--- config.mk ---
export PLATFORM = sky130hd
export DESIGN_NAME = cpu_exc_ctrl
export DESIGN_NICKNAME = d
export VERILOG_FILES = /design/src/cpu_exc_pkg.sv /design/src/pin_sync.sv /design/src/ack_timer.sv /design/src/cpu_exc_ctrl.sv
export VERILOG_INCLUDE_DIRS = /design/src
export SDC_FILE = /design/constraint.sdc
export NUM_CORES = 1
export LEC_CHECK = 0
export ABC_AREA = 1
export BUFFER_PORTS_ARGS = -buffer_cell sky130_fd_sc_hd__buf_2
export CORE_ASPECT_RATIO = 2
export CORE_UTILIZATION = 40
export DETAILED_ROUTE_END_ITERATION = 7
export PLACE_DENSITY_LB_ADDON = 0.1
export SLEW_MARGIN = 10
export SYNTH_ARGS = -nofsm -noshare
export SYNTH_HDL_FRONTEND = slang
export SYNTH_SLANG_ARGS = --single-unit
--- constraint.sdc ---
create_clock -name clk_sys -period 5.3 [get_ports clk_sys]
set_input_delay 1.59 -clock clk_sys [delete_from_list [all_inputs] [get_ports clk_sys]]
set_output_delay 1.59 -clock clk_sys [all_outputs]
set_load 0.02 [all_outputs]
--- src/cpu_exc_defines.svh ---
`ifndef CPU_EXC_DEFINES_SVH
`define CPU_EXC_DEFINES_SVH
`define IRQ_W 32
`define LVL_W 6
`define SYNC_W 35
`define CLK_PERIOD_NS 10
`define RST_ACK_PERIOD_NS 160
`define RST_ACK_CYCLES ((`RST_ACK_PERIOD_NS + `CLK_PERIOD_NS - 1) / `CLK_PERIOD_NS)
`define OFS_CTRL 8'h00
`define OFS_IENABLE 8'h04
`define OFS_IPENDING 8'h08
`define OFS_STATUS 8'h0C
`define OFS_EXC_ADDR 8'h10
`define OFS_BRK_ADDR 8'h14
`define OFS_RST_ADDR 8'h18
`define OFS_CUR_LEVEL 8'h1C
`define CTRL_GIE_BIT 0
`define CTRL_EIC_BIT 1
`define RST_CTRL 2'h0
`define RST_IENABLE 32'h00000000
`define RST_EXC_ADDR 32'h00000020
`define RST_BRK_ADDR 32'h00000040
`define RST_RST_ADDR 32'h00000000
`define RST_LEVEL 6'h00
`define RESP_OKAY 2'h0
`define RESP_SLVERR 2'h2
`endif

--- src/cpu_exc_pkg.sv ---
`include "cpu_exc_defines.svh"
package cpu_exc_pkg;
   typedef struct packed {
      logic awvalid;
      logic [31:0] awaddr;
      logic wvalid;
      logic [31:0] wdata;
      logic [3:0] wstrb;
      logic bready;
      logic arvalid;
      logic [31:0] araddr;
      logic rready;
   } axiReq_t;
   typedef struct packed {
      logic awready;
      logic wready;
      logic bvalid;
      logic [1:0] bresp;
      logic arready;
      logic rvalid;
      logic [31:0] rdata;
      logic [1:0] rresp;
   } axiRsp_t;
   typedef struct packed {
      logic valid;
      logic nmi;
      logic [5:0] level;
      logic [5:0] regSet;
      logic [31:0] handler;
   } eicIn_t;
   typedef enum logic [2:0] {
      S_BOOT, S_RUN, S_HS, S_DRAIN, S_RST, S_DBG, S_STEP
   } ctrlState_t;
endpackage

--- src/pin_sync.sv ---
`include "cpu_exc_defines.svh"
module pin_sync (
   input wire logic clk_sys,
   input wire logic reset,
   input wire logic [`SYNC_W-1:0] pins,
   output logic [`SYNC_W-1:0] synced
);
   logic [`SYNC_W-1:0] s1_q;
   logic [`SYNC_W-1:0] s2_q;
   logic [`SYNC_W-1:0] s3_q;
   logic [`SYNC_W-1:0] diff;
   assign diff = s2_q ^ s3_q;
   always_ff @(posedge clk_sys) begin
      if (reset) begin
         s1_q <= '0;
         s2_q <= '0;
         s3_q <= '0;
         synced <= '0;
      end else begin
         s1_q <= pins;
         s2_q <= s1_q;
         s3_q <= s2_q;
         // A change counts only once two stages agree
         synced <= (~diff & s3_q) | (diff & synced);
      end
   end
endmodule // pin_sync

--- src/ack_timer.sv ---
`include "cpu_exc_defines.svh"
module ack_timer (
   input wire logic clk_sys,
   input wire logic reset,
   input wire logic run,
   output logic tick
);
   localparam logic [7:0] LAST = 8'(`RST_ACK_CYCLES - 1);
   logic [7:0] cnt_q;
   always_ff @(posedge clk_sys) begin
      if (reset || !run) begin
         cnt_q <= 8'h00;
         tick <= 1'b0;
      end else if (cnt_q == LAST) begin
         cnt_q <= 8'h00;
         tick <= 1'b1;
      end else begin
         cnt_q <= cnt_q + 8'h01;
         tick <= 1'b0;
      end
   end
endmodule // ack_timer

--- src/cpu_exc_ctrl.sv ---
// Register access over AXI4-Lite and the register offsets were left to the implementer.
`include "cpu_exc_defines.svh"
module cpu_exc_ctrl
   import cpu_exc_pkg::*;
(
   input wire logic clk_sys,
   input wire logic reset,
   input wire axiReq_t axiReq,
   output axiRsp_t axiRsp,
   input wire logic [`IRQ_W-1:0] irqPin,
   input wire logic resetReqPin,
   input wire logic debugReqPin,
   input wire logic hsReqPin,
   input wire logic pipeEmpty,
   input wire logic boundary,
   input wire logic fault,
   input wire logic dbgResume,
   input wire logic dbgStep,
   input wire eicIn_t external_interrupt_controller,
   output logic resetTaken_q,
   output logic debugAck_q,
   output logic hsAck_q,
   output logic fetchStall_q,
   output logic inReset_q,
   output logic redirect_q,
   output logic [31:0] redirectAddr_q,
   output logic [5:0] regSet_q,
   output logic resetRead_q,
   output logic eicAck_q
);
   function automatic logic [31:0] mergeStrb(input logic [31:0] old,
      input logic [31:0] nw, input logic [3:0] strb);
      logic [31:0] r;
      r = old;
      for (int i = 0; i < 4; i++) begin
         if (strb[i]) begin
            r[8*i +: 8] = nw[8*i +: 8];
         end
      end
      return r;
   endfunction

   function automatic logic regHit(input logic [31:0] a);
      return (a[31:8] == 24'h000000) && (a[1:0] == 2'h0) &&
         (a[7:0] <= `OFS_CUR_LEVEL);
   endfunction

   ctrlState_t state_q;
   logic [`SYNC_W-1:0] syncd;
   logic [`IRQ_W-1:0] irqS;
   logic resetReqS;
   logic debugReqS;
   logic hsReqS;
   logic tick;
   logic gie_q;
   logic eicMode_q;
   logic [`IRQ_W-1:0] ienable_q;
   logic [31:0] excAddr_q;
   logic [31:0] brkAddr_q;
   logic [31:0] rstAddr_q;
   logic [5:0] curLevel_q;
   logic awready_q;
   logic wready_q;
   logic bvalid_q;
   logic [1:0] bresp_q;
   logic arready_q;
   logic rvalid_q;
   logic [31:0] rdata_q;
   logic [1:0] rresp_q;
   logic awHave_q;
   logic wHave_q;
   logic [31:0] awAddr_q;
   logic [31:0] wData_q;
   logic [3:0] wStrb_q;
   logic wrEn;
   logic [`IRQ_W-1:0] ipending;
   logic irqTake;
   logic eicTake;
   logic atBoundary;
   logic [31:0] rdMux;

   pin_sync u_sync (
      .clk_sys(clk_sys),
      .reset(reset),
      .pins({hsReqPin, debugReqPin, resetReqPin, irqPin}),
      .synced(syncd)
   );

   assign irqS = syncd[`IRQ_W-1:0];
   assign resetReqS = syncd[`IRQ_W];
   assign debugReqS = syncd[`IRQ_W+1];
   assign hsReqS = syncd[`IRQ_W+2];

   ack_timer u_timer (
      .clk_sys(clk_sys),
      .reset(reset),
      .run(state_q == S_RST),
      .tick(tick)
   );

   // Internal lines are dead in external controller mode
   assign ipending = eicMode_q ? '0 : (irqS & ienable_q);
   assign irqTake = gie_q && (|ipending);
   // Non-maskable requests bypass enable and level
   assign eicTake = eicMode_q && external_interrupt_controller.valid &&
      (external_interrupt_controller.nmi || (gie_q && (external_interrupt_controller.level > curLevel_q)));
   // Boundary decisions are made only when no reset flow is pending
   assign atBoundary = (state_q == S_RUN) && boundary && !hsReqS &&
      !resetReqS;

   always_ff @(posedge clk_sys) begin
      if (reset) begin
         state_q <= S_BOOT;
         fetchStall_q <= 1'b1;
         inReset_q <= 1'b1;
         debugAck_q <= 1'b0;
         hsAck_q <= 1'b0;
         redirect_q <= 1'b0;
         redirectAddr_q <= 32'h00000000;
         regSet_q <= 6'h00;
         eicAck_q <= 1'b0;
      end else begin
         redirect_q <= 1'b0;
         eicAck_q <= 1'b0;
         case (state_q)
            S_BOOT: begin
               inReset_q <= 1'b0;
               fetchStall_q <= 1'b0;
               redirect_q <= 1'b1;
               redirectAddr_q <= rstAddr_q;
               regSet_q <= 6'h00;
               state_q <= S_RUN;
            end
            S_RUN: begin
               if (hsReqS) begin
                  fetchStall_q <= 1'b1;
                  state_q <= S_HS;
               end else if (resetReqS) begin
                  fetchStall_q <= 1'b1;
                  state_q <= S_DRAIN;
               end else if (boundary && debugReqS) begin
                  fetchStall_q <= 1'b1;
                  debugAck_q <= 1'b1;
                  redirect_q <= 1'b1;
                  redirectAddr_q <= brkAddr_q;
                  state_q <= S_DBG;
               end else if (boundary && fault) begin
                  // Redirect and flush at the faulting boundary keeps order
                  redirect_q <= 1'b1;
                  redirectAddr_q <= excAddr_q;
               end else if (boundary && eicTake) begin
                  redirect_q <= 1'b1;
                  eicAck_q <= 1'b1;
                  redirectAddr_q <= external_interrupt_controller.handler;
                  regSet_q <= external_interrupt_controller.regSet;
               end else if (boundary && irqTake) begin
                  redirect_q <= 1'b1;
                  redirectAddr_q <= excAddr_q;
               end
            end
            S_HS: begin
               if (pipeEmpty) begin
                  hsAck_q <= 1'b1;
                  inReset_q <= 1'b1;
                  state_q <= S_RST;
               end
            end
            S_DRAIN: begin
               if (pipeEmpty) begin
                  inReset_q <= 1'b1;
                  state_q <= S_RST;
               end
            end
            S_RST: begin
               if (!resetReqS && !hsReqS) begin
                  hsAck_q <= 1'b0;
                  state_q <= S_BOOT;
               end
            end
            S_DBG: begin
               // Reset and halt requests are not looked at while paused
               if (dbgResume || dbgStep) begin
                  debugAck_q <= 1'b0;
                  if (resetReqS) begin
                     state_q <= S_DRAIN;
                  end else if (dbgStep) begin
                     fetchStall_q <= 1'b0;
                     state_q <= S_STEP;
                  end else begin
                     fetchStall_q <= 1'b0;
                     state_q <= S_RUN;
                  end
               end
            end
            S_STEP: begin
               if (resetReqS) begin
                  fetchStall_q <= 1'b1;
                  state_q <= S_DRAIN;
               end else if (boundary) begin
                  fetchStall_q <= 1'b1;
                  debugAck_q <= 1'b1;
                  state_q <= S_DBG;
               end
            end
            default: begin
               state_q <= S_BOOT;
            end
         endcase
      end
   end

   // Acknowledge on entry and on every timer tick in reset
   always_ff @(posedge clk_sys) begin
      if (reset) begin
         resetTaken_q <= 1'b0;
         resetRead_q <= 1'b0;
      end else begin
         resetTaken_q <= ((state_q == S_DRAIN || state_q == S_HS) &&
            pipeEmpty) || (state_q == S_RST && tick);
         // Dummy fetch from the reset address, data is dropped
         resetRead_q <= (state_q == S_RST) && tick;
      end
   end

   // Hardware clears the global enable on entry; software re-enables
   // to allow nesting in whatever order it chooses
   always_ff @(posedge clk_sys) begin
      if (reset) begin
         gie_q <= 1'(`RST_CTRL >> `CTRL_GIE_BIT);
         eicMode_q <= 1'b0;
         ienable_q <= `RST_IENABLE;
         excAddr_q <= `RST_EXC_ADDR;
         brkAddr_q <= `RST_BRK_ADDR;
         rstAddr_q <= `RST_RST_ADDR;
         curLevel_q <= `RST_LEVEL;
      end else begin
         if (wrEn && awAddr_q[7:0] == `OFS_CTRL && wStrb_q[0]) begin
            gie_q <= wData_q[`CTRL_GIE_BIT];
            eicMode_q <= wData_q[`CTRL_EIC_BIT];
         end
         if (wrEn && awAddr_q[7:0] == `OFS_IENABLE) begin
            ienable_q <= mergeStrb(ienable_q, wData_q, wStrb_q);
         end
         if (wrEn && awAddr_q[7:0] == `OFS_EXC_ADDR) begin
            excAddr_q <= mergeStrb(excAddr_q, wData_q, wStrb_q);
         end
         if (wrEn && awAddr_q[7:0] == `OFS_BRK_ADDR) begin
            brkAddr_q <= mergeStrb(brkAddr_q, wData_q, wStrb_q);
         end
         if (wrEn && awAddr_q[7:0] == `OFS_RST_ADDR) begin
            rstAddr_q <= mergeStrb(rstAddr_q, wData_q, wStrb_q);
         end
         if (wrEn && awAddr_q[7:0] == `OFS_CUR_LEVEL && wStrb_q[0]) begin
            curLevel_q <= wData_q[5:0];
         end
         if (atBoundary && !debugReqS && (fault || eicTake || irqTake)) begin
            gie_q <= 1'b0;
            if (!fault && eicTake && !external_interrupt_controller.nmi) begin
               curLevel_q <= external_interrupt_controller.level;
            end
         end
      end
   end

   // Write channel: address and data in either order
   assign wrEn = awHave_q && wHave_q && !bvalid_q;
   always_ff @(posedge clk_sys) begin
      if (reset) begin
         awready_q <= 1'b1;
         wready_q <= 1'b1;
         awHave_q <= 1'b0;
         wHave_q <= 1'b0;
         bvalid_q <= 1'b0;
         bresp_q <= `RESP_OKAY;
         awAddr_q <= 32'h00000000;
         wData_q <= 32'h00000000;
         wStrb_q <= 4'h0;
      end else begin
         if (axiReq.awvalid && awready_q) begin
            awAddr_q <= axiReq.awaddr;
            awHave_q <= 1'b1;
            awready_q <= 1'b0;
         end
         if (axiReq.wvalid && wready_q) begin
            wData_q <= axiReq.wdata;
            wStrb_q <= axiReq.wstrb;
            wHave_q <= 1'b1;
            wready_q <= 1'b0;
         end
         if (wrEn) begin
            awHave_q <= 1'b0;
            wHave_q <= 1'b0;
            bvalid_q <= 1'b1;
            bresp_q <= regHit(awAddr_q) ? `RESP_OKAY : `RESP_SLVERR;
         end
         if (bvalid_q && axiReq.bready) begin
            bvalid_q <= 1'b0;
            awready_q <= 1'b1;
            wready_q <= 1'b1;
         end
      end
   end

   always_comb begin
      case (axiReq.araddr[7:0])
         `OFS_CTRL: rdMux = {30'h0, eicMode_q, gie_q};
         `OFS_IENABLE: rdMux = ienable_q;
         `OFS_IPENDING: rdMux = ipending;
         `OFS_STATUS: rdMux = {26'h0, inReset_q, debugAck_q, hsAck_q,
            fetchStall_q, resetReqS, debugReqS};
         `OFS_EXC_ADDR: rdMux = excAddr_q;
         `OFS_BRK_ADDR: rdMux = brkAddr_q;
         `OFS_RST_ADDR: rdMux = rstAddr_q;
         `OFS_CUR_LEVEL: rdMux = {26'h0, curLevel_q};
         default: rdMux = 32'h00000000;
      endcase
   end

   always_ff @(posedge clk_sys) begin
      if (reset) begin
         arready_q <= 1'b1;
         rvalid_q <= 1'b0;
         rdata_q <= 32'h00000000;
         rresp_q <= `RESP_OKAY;
      end else if (axiReq.arvalid && arready_q) begin
         arready_q <= 1'b0;
         rvalid_q <= 1'b1;
         rdata_q <= regHit(axiReq.araddr) ? rdMux : 32'h00000000;
         rresp_q <= regHit(axiReq.araddr) ? `RESP_OKAY : `RESP_SLVERR;
      end else if (rvalid_q && axiReq.rready) begin
         rvalid_q <= 1'b0;
         arready_q <= 1'b1;
      end
   end

   assign axiRsp = '{awready: awready_q, wready: wready_q,
      bvalid: bvalid_q, bresp: bresp_q, arready: arready_q,
      rvalid: rvalid_q, rdata: rdata_q, rresp: rresp_q};

   // Cycles in reset since the last acknowledge, for the period check
   logic [7:0] sinceAck_q;
   always_ff @(posedge clk_sys) begin
      if (reset || state_q != S_RST || resetTaken_q) begin
         sinceAck_q <= 8'h00;
      end else begin
         sinceAck_q <= sinceAck_q + 8'h01;
      end
   end
endmodule // cpu_exc_ctrl

==> qor_table.md, run 1 <==
| Item | Reported | Unit |
|---|---|---|
| Status | complete, but fails checks | - |
| Failing checks | design-rule violations | - |
| Count of flip-flops with a built-in enable after synthesis | 0 | - |
| Clock insertion delay at the later pin of the skew report | 0.55 | ns |
| Post-detailed-route count of antenna-violating nets | 0 | - |
| Main synth FF type | sky130_fd_sc_hd__dfxtp_1 | - |
| HPWL after detailed placement | 40.1 | mm |
| Post-synthesis async set-or-reset flop share | 0 | - |
| Vias after detailed routing | 16600 | - |
| Number of buffers added by the clock tree synthesis step | 41 | - |
| Row cnt | 109 | - |
| Overall die width | 152 | µm |
| Number of clock sinks seen by CTS | 443 | - |
| Final GP Congestion | 0.855 | - |
| Final period utilization | 0.644 | - |
| Total standard cell area after synthesis | 18100 | µm² |
| Setup repair after global routing missed its margin | false | - |
| Pin count of the biggest net entering global routing | 117 | - |
| Hold Path Cell Cnt | 2 | - |
| Detail-routed net length per standard cell | 17.0 | µm |
| Number of storage elements in the synthesis netlist | 443 | - |
| Net count of the finished layout | 2870 | - |
| Element type at the critical path end | register | - |
| Total global-route track usage | 0.240 | - |
| DRC marker count from the first detailed-route iteration | 955 | - |
| Peak supply drop | 0.000309 | V |
| Cell variety after synth | 42 | - |
| Length of the first detailed-routing pass in iterations | 8 | - |
| Number of buffers inserted by post-CTS setup repair | 0 | - |
| Number of top-level pins | 280 | - |
| Total congestion overflow after global routing | 0 | - |
| Post-synthesis average cell area | 7.33 | µm² |
| Fmax | 293 | MHz |
| Startpoint types | input pin | - |
| Final min period | 3.41 | ns |
| Areal power density over the cells | 403 | nW/µm² |
| Max-cap violation count | 0 | - |
| Leakage power total | 9.09 | nW |
| Hold buffer count at cts | 0 | - |
| H-tree levels | 2 | - |
| Antenna violations before repair | 6 | - |
| Number of instances in the synthesized netlist | 2463 | - |
| Clock tree root driver cell | sky130_fd_sc_hd__clkbuf_16 | - |
| Per-cell via count in the routed design | 5.08 | - |
| Worst setup path category | input pin to register | - |
| Final sum of negative setup slack | 0 | ns |
| Worst Reg-to-Reg Cells | 9 | - |
| Actual transition at the worst max-transition pin | 1.21 | ns |
| Deepest clock path buffer count | 3 | - |
| Post-CTS clock slew at the launch and capture registers of the worst setup and hold paths | 0.06 | ns |
| Synthesis-to-layout area growth | 17.4 | % |
| Final worst clock skew | 0.0181 | ns |
| Die Area | 46000 | µm² |
| Sequential area share after synthesis | 0.491 | - |
| Reg2Reg Setup Slack | 2.26 | ns |
| Effective utilization at floorplan | 0.407 | - |
| Post-route worst hold slack | 0.401 | ns |
| WP data required | 5.74 | ns |
| Core area | 44300 | µm² |
| Final hold violation count | 0 | - |
| DIE HEIGHT | 302 | µm |
| Share of final-layout standard cells stronger than drive strength 1 | 0.147 | - |
| Worst slew margin | 0.189 | - |
| # port buffers | 277 | - |
| Max FO, Critical Path | 33 | - |
| Number of remaining DRC errors | 20 | - |
| Clock tree from TritonCTS | yes | - |
| Arrival time of data at the critical path endpoint | 3.85 | ns |
| Via count of the first global-routing pass | 16000 | - |
| Post-CTS resize count | 0 | - |
| Wire length of the first global-routing pass | 87.3 | mm |
| Total of warnings raised by yosys | 0 | - |
| Number of setup violations in the final report | 0 | - |
| Path category of the worst min-delay check | register to register | - |
| Number of max-slew violations in the final report | 0 | - |
| Final routed wirelength across all metal layers | 55.4 | mm |
-- power by group --
group          total [mW]  internal [mW]  leakage [nW]  switching, mW
Combinational        1.58          0.488          4.73           1.09
Clock                3.25           1.94         0.747           1.31
Sequential           3.71           3.56          3.61          0.154
Total                8.54           5.98          9.09           2.55
-- logic make-up (layout without fill, tap and decap cells) --
| family | after synthesis | in the layout | synth area share |
|---|---|---|---|
| buffers and inverters | 460 | 699 | 0.104 |
| AO/OA/AOI/OAI | 611 | 611 | 0.187 |
| flip-flops | 443 | 443 | 0.491 |
| other | 1 | 4 | 0.000208 |
| AND/OR/NAND/NOR | 938 | 938 | 0.212 |
| adder cells (fa/ha/maj) | 7 | 7 | 0.00485 |
| XOR/XNOR | 3 | 3 | 0.00146 |
-- cell type report --
class | count | area, µm²
antenna | 2 | 5.00
clock buffer | 58 | 1240
clock inverter | 18 | 251
fill | 4513 | 23100
inverter | 326 | 1230
multi-input combinational | 1561 | 7340
sequential | 443 | 8870
tap | 555 | 694
timing repair buffer | 297 | 1570
-- registers in the layout, indices dropped and copies added (netlist names), 3 cells and up, named ones only --
signal,flops
wData_q,32
wStrb_q,4
rdata_q,32
regSet_q,6
brkAddr_q,32
ienable_q,32
excAddr_q,32
state_q,3
curLevel_q,6
awAddr_q,32
redirectAddr_q,32
u_timer.cnt_q,8
u_sync.s1_q,35
u_sync.s3_q,35
rstAddr_q,32
u_sync.s2_q,35
-- Yosys cell counts, types with 10 or more instances --
| library cell | instances | area [µm²] |
|---|---|---|
| sky130_fd_sc_hd__a211oi_1 | 11 | 82.6 |
| sky130_fd_sc_hd__o21ai_0 | 243 | 1220 |
| sky130_fd_sc_hd__buf_2 | 19 | 95.1 |
| sky130_fd_sc_hd__inv_1 | 321 | 1200 |
| sky130_fd_sc_hd__nand4_1 | 21 | 131 |
| sky130_fd_sc_hd__a21oi_1 | 245 | 1230 |
| sky130_fd_sc_hd__nor3_1 | 12 | 60.1 |
| sky130_fd_sc_hd__dfxtp_1 | 443 | 8870 |
| sky130_fd_sc_hd__nor2_1 | 410 | 1540 |
| sky130_fd_sc_hd__nand2_1 | 374 | 1400 |
| sky130_fd_sc_hd__buf_6 | 11 | 124 |
| sky130_fd_sc_hd__buf_4 | 10 | 75.1 |
| sky130_fd_sc_hd__nand3_1 | 96 | 480 |
| sky130_fd_sc_hd__o221ai_1 | 26 | 228 |
| sky130_fd_sc_hd__a22oi_1 | 32 | 240 |
| sky130_fd_sc_hd__o22ai_1 | 35 | 219 |
| sky130_fd_sc_hd__clkbuf_1 | 87 | 327 |
-- stage by stage --
step | utilization | power (mW) | worst slack (ns) | instance area (µm²) | cells
after global placement | 0.444 | 5.35 | 1.32 | 19700 | 3182
after floorplan | - | 4.87 | 2.12 | 18100 | 2464
after detailed placement | 0.444 | 5.38 | 1.28 | 19700 | 3182
after global routing | 0.478 | 8.95 | 1.65 | 21200 | 3260
final | 0.478 | 8.54 | 1.89 | 21200 | 3260
after CTS | 0.478 | 8.64 | 1.86 | 21200 | 3258
-- critical path, cell delays in order --
cell	delay [ns]
sky130_fd_sc_hd__buf_2	0.11
sky130_fd_sc_hd__ha_1	0.29
sky130_fd_sc_hd__nand2_1	0.07
sky130_fd_sc_hd__nor2_1	0.14
sky130_fd_sc_hd__a21oi_1	0.08
sky130_fd_sc_hd__nand2_1	0.08
sky130_fd_sc_hd__nand2_2	0.13
sky130_fd_sc_hd__nand3_1	0.15
sky130_fd_sc_hd__nand4_4	0.46
sky130_fd_sc_hd__nand2_4	0.51
sky130_fd_sc_hd__nand2_1	0.10
sky130_fd_sc_hd__nand2_1	0.07
sky130_fd_sc_hd__nor2_1	0.04
-- final timing paths --
path / from / to
worst min-delay path: u_sync.s1_q[29] / u_sync.s2_q[29]
worst max-delay path: external_interrupt_controller[43] / redirectAddr_q[7]
worst min register to register: u_sync.s1_q[29] / u_sync.s2_q[29]
worst max register to register: state_q[1] / redirectAddr_q[16]
-- cell usage in the layout (no fill, tap or decap), drive strengths merged, types with 32 or more instances in the layout --
master,netlist,layout
inv,324,326
nand3,99,99
nor2,411,411
o22ai,35,35
a21oi,246,246
nand2,380,380
a22oi,32,32
dfxtp,443,443
clkbuf,87,58
buf,47,297
o21ai,249,249
-- metal layers --
layer	global-route usage	vias to the layer above	wire length [µm]
met5	0	-	55
li1	-	8374	-
met4	0.128	8	2600
met3	0.0347	134	3070
met2	0.429	530	27300
met1	0.276	7505	22300
Power figures use the tool's default switching activity.
==> inputs of run 2 (changes only) <==
==> constraint.sdc (replaced) <==
create_clock -name clk_sys -period 3.3 [get_ports clk_sys]
set_input_delay 0.99 -clock clk_sys [delete_from_list [all_inputs] [get_ports clk_sys]]
set_output_delay 0.99 -clock clk_sys [all_outputs]
set_load 0.02 [all_outputs]
==> qor_table.md, run 2 (synthesis gave the netlist of run 1 again) <==
| Item | Reported | Unit | Delta |
|---|---|---|---|
| Clock tree from TritonCTS | yes | - |  |
| Areal power density over the cells | 626 | nW/µm² | +55% |
| Number of setup violations in the final report | 0 | - | unchanged |
| WP data required | 3.75 | ns | -1.99 ns |
| Detail-routed net length per standard cell | 16.8 | µm | -1.2% |
| Most frequent standard cell in the layout excluding fill and tap cells | sky130_fd_sc_hd__dfxtp_1 | - |  |
| Minimum setup slack after placement | 0.353 | ns | -0.928 ns |
| Worst slew margin | 0.300 | - | +0.111 |
| Effective utilization at floorplan | 0.407 | - | unchanged |
| Clock insertion delay at the later pin of the skew report | 0.56 | ns | about the same |
| Leakage power total | 9.14 | nW | +0.52% |
| Worst setup path category | register to register | - |  |
| Row cnt | 109 | - | unchanged |
| Status | complete, but fails checks | - |  |
| Final worst clock skew | 0.0237 | ns | +0.00562 ns |
| Final period utilization | 0.803 | - |  |
| H-tree levels | 2 | - | unchanged |
| Reg2Reg Setup Slack | 0.65 | ns | -1.61 ns |
| Share of final-layout standard cells stronger than drive strength 1 | 0.150 | - | +0.00351 |
| Peak supply drop | 0.000391 | V | +26% |
| Largest registers | u_sync.s1_q x35, u_sync.s2_q x35, u_sync.s3_q x35 | - |  |
| Post-CTS resize count | 0 | - | unchanged |
| Failing checks | design-rule violations | - |  |
| Antenna violations before repair | 9 | - | +3 |
| Hold buffer count at cts | 0 | - | unchanged |
| Final sum of negative setup slack | 0 | ns | unchanged |
| Number of remaining DRC errors | 40 | - | +100% |
| Overall die width | 152 | µm | unchanged |
| Actual transition at the worst max-transition pin | 1.05 | ns | -0.162 ns |
| Number of top-level pins | 280 | - | unchanged |
| Synthesis-to-layout area growth | 18.0 | % |  |
| Number of clock sinks seen by CTS | 443 | - | unchanged |
| Post-detailed-route count of antenna-violating nets | 0 | - | unchanged |
| R2R Path Start | eicMode_q | - |  |
| Launch point of the worst hold path | u_sync.s1_q[28] | - |  |
| Die Area | 46000 | µm² | unchanged |
| Core area | 44300 | µm² | unchanged |
| Final hold violation count | 0 | - | unchanged |
| Launching instance or port of the critical path | eicMode_q | - |  |
| Number of buffers inserted by post-CTS setup repair | 0 | - | unchanged |
| Pin count of the biggest net entering global routing | 194 | - | +66% |
| Total global-route track usage | 0.237 | - | -0.00279 |
| Wire length of the first global-routing pass | 86.0 | mm | -1.4% |
| Per-cell via count in the routed design | 5.03 | - | -0.97% |
| Arrival time of data at the critical path endpoint | 3.10 | ns | -0.75 ns |
| Final critical-path setup slack | 0.650 | ns | -1.24 ns |
| Post-route worst hold slack | 0.388 | ns | -0.0131 ns |
| HPWL after detailed placement | 39.8 | mm | -0.74% |
| Fmax | 377 | MHz |  |
| Clock tree root driver cell | sky130_fd_sc_hd__clkbuf_16 | - |  |
| Final routed wirelength across all metal layers | 54.9 | mm | -0.82% |
| Path category of the worst min-delay check | register to register | - |  |
| Post-CTS clock slew at the launch and capture registers of the worst setup and hold paths | 0.07 | ns | about the same |
| Final min period | 2.65 | ns |  |
| Sum of internal, switching and leakage power | 13.3 | mW | +56% |
| Number of max-slew violations in the final report | 0 | - | unchanged |
| Via count of the first global-routing pass | 15900 | - | -1.0% |
| Net count of the finished layout | 2885 | - | +0.52% |
| Setup repair after global routing missed its margin | false | - |  |
| Max-cap violation count | 0 | - | unchanged |
| Length of the first detailed-routing pass in iterations | 7 | - | -1 |
| DRC marker count from the first detailed-route iteration | 979 | - | +2.5% |
| Most used cells in the layout excluding fill and tap cells | sky130_fd_sc_hd__dfxtp_1, sky130_fd_sc_hd__nor2_1, sky130_fd_sc_hd__nand2_1 | - |  |
| Startpoint types | register | - |  |
| DIE HEIGHT | 302 | µm | unchanged |
| Final GP Congestion | 0.867 | - | +1.4% |
| # port buffers | 277 | - | unchanged |
| Vias after detailed routing | 16500 | - | -0.61% |
| Number of buffers added by the clock tree synthesis step | 42 | - | +2.4% |
| Element type at the critical path end | register | - |  |
| Total congestion overflow after global routing | 0 | - | unchanged |
| Max FO, Critical Path | 33 | - | unchanged |
| Deepest clock path buffer count | 3 | - | unchanged |
run 2: cell types whose count changed in the layout (fill, tap and decap cells not counted):
cell and change:
sky130_fd_sc_hd__buf_4 +3, sky130_fd_sc_hd__clkbuf_1 -1, sky130_fd_sc_hd__inv_12 +1, sky130_fd_sc_hd__diode_2 +2, sky130_fd_sc_hd__clkinv_8 +1, sky130_fd_sc_hd__buf_12 +11
sky130_fd_sc_hd__bufinv_16 -5, sky130_fd_sc_hd__clkinv_4 -1, sky130_fd_sc_hd__clkinvlp_4 +2, sky130_fd_sc_hd__clkbuf_16 -1
run 2: worst max-delay path, cell delays in order (launching register included):
cell,delay (ns)
sky130_fd_sc_hd__dfxtp_1,0.41
sky130_fd_sc_hd__inv_2,0.28
sky130_fd_sc_hd__nand3_1,0.19
sky130_fd_sc_hd__nand2_1,0.07
sky130_fd_sc_hd__nor2_1,0.23
sky130_fd_sc_hd__nand2_1,0.15
sky130_fd_sc_hd__nor2_1,0.11
sky130_fd_sc_hd__nand2_1,0.15
sky130_fd_sc_hd__nand2_2,0.14
sky130_fd_sc_hd__nand4_4,0.17
sky130_fd_sc_hd__nand2_4,0.36
sky130_fd_sc_hd__nand2_1,0.11
sky130_fd_sc_hd__nand2_1,0.08
sky130_fd_sc_hd__nor2_1,0.04
run 2: report_power, final:
part / internal [mW] / switching [mW]
clock: 2.68 / 2.11
combinational: 0.822 / 1.77
sequential: 5.72 / 0.250
run 2: path summary, 6_finish.rpt:
kind	endpoint	cells after the start
setup reg to reg	redirectAddr_q[19]	13
setup / recovery	redirectAddr_q[19]	13
hold reg to reg	u_sync.s2_q[28]	2
hold / removal	u_sync.s2_q[28]	2
run 2: per-stage QoR:
stage                     instances   util  area (µm²)
after CTS                      3268  0.480       21300
after detailed placement       3196  0.450       19900
final                          3272  0.481       21300
after floorplan                2464      -       18100
after global routing           3271  0.481       21300
after global placement         3196  0.450       19900
run 2: metal layers:
| metal | routed length, µm | GRT usage | vias to the layer above | share of wire |
|---|---|---|---|---|
| met4 | 2630 | 0.127 | 12 | 0.048 |
| met2 | 26700 | 0.414 | 472 | 0.49 |
| met1 | 22300 | 0.276 | 7431 | 0.41 |
| met5 | 62 | 0 | - | 0.0011 |
| met3 | 3180 | 0.0430 | 129 | 0.058 |
| li1 | - | - | 8406 | - |
run 2: final cells by class:
| class | count | area (µm²) |
|---|---|---|
| multi-input combinational | 1561 | 7340 |
| tap | 555 | 694 |
| clock buffer | 56 | 1210 |
| timing repair buffer | 311 | 1810 |
| inverter | 326 | 1230 |
| antenna | 4 | 10.0 |
| sequential | 443 | 8870 |
| fill | 4517 | 23000 |
| clock inverter | 16 | 140 |
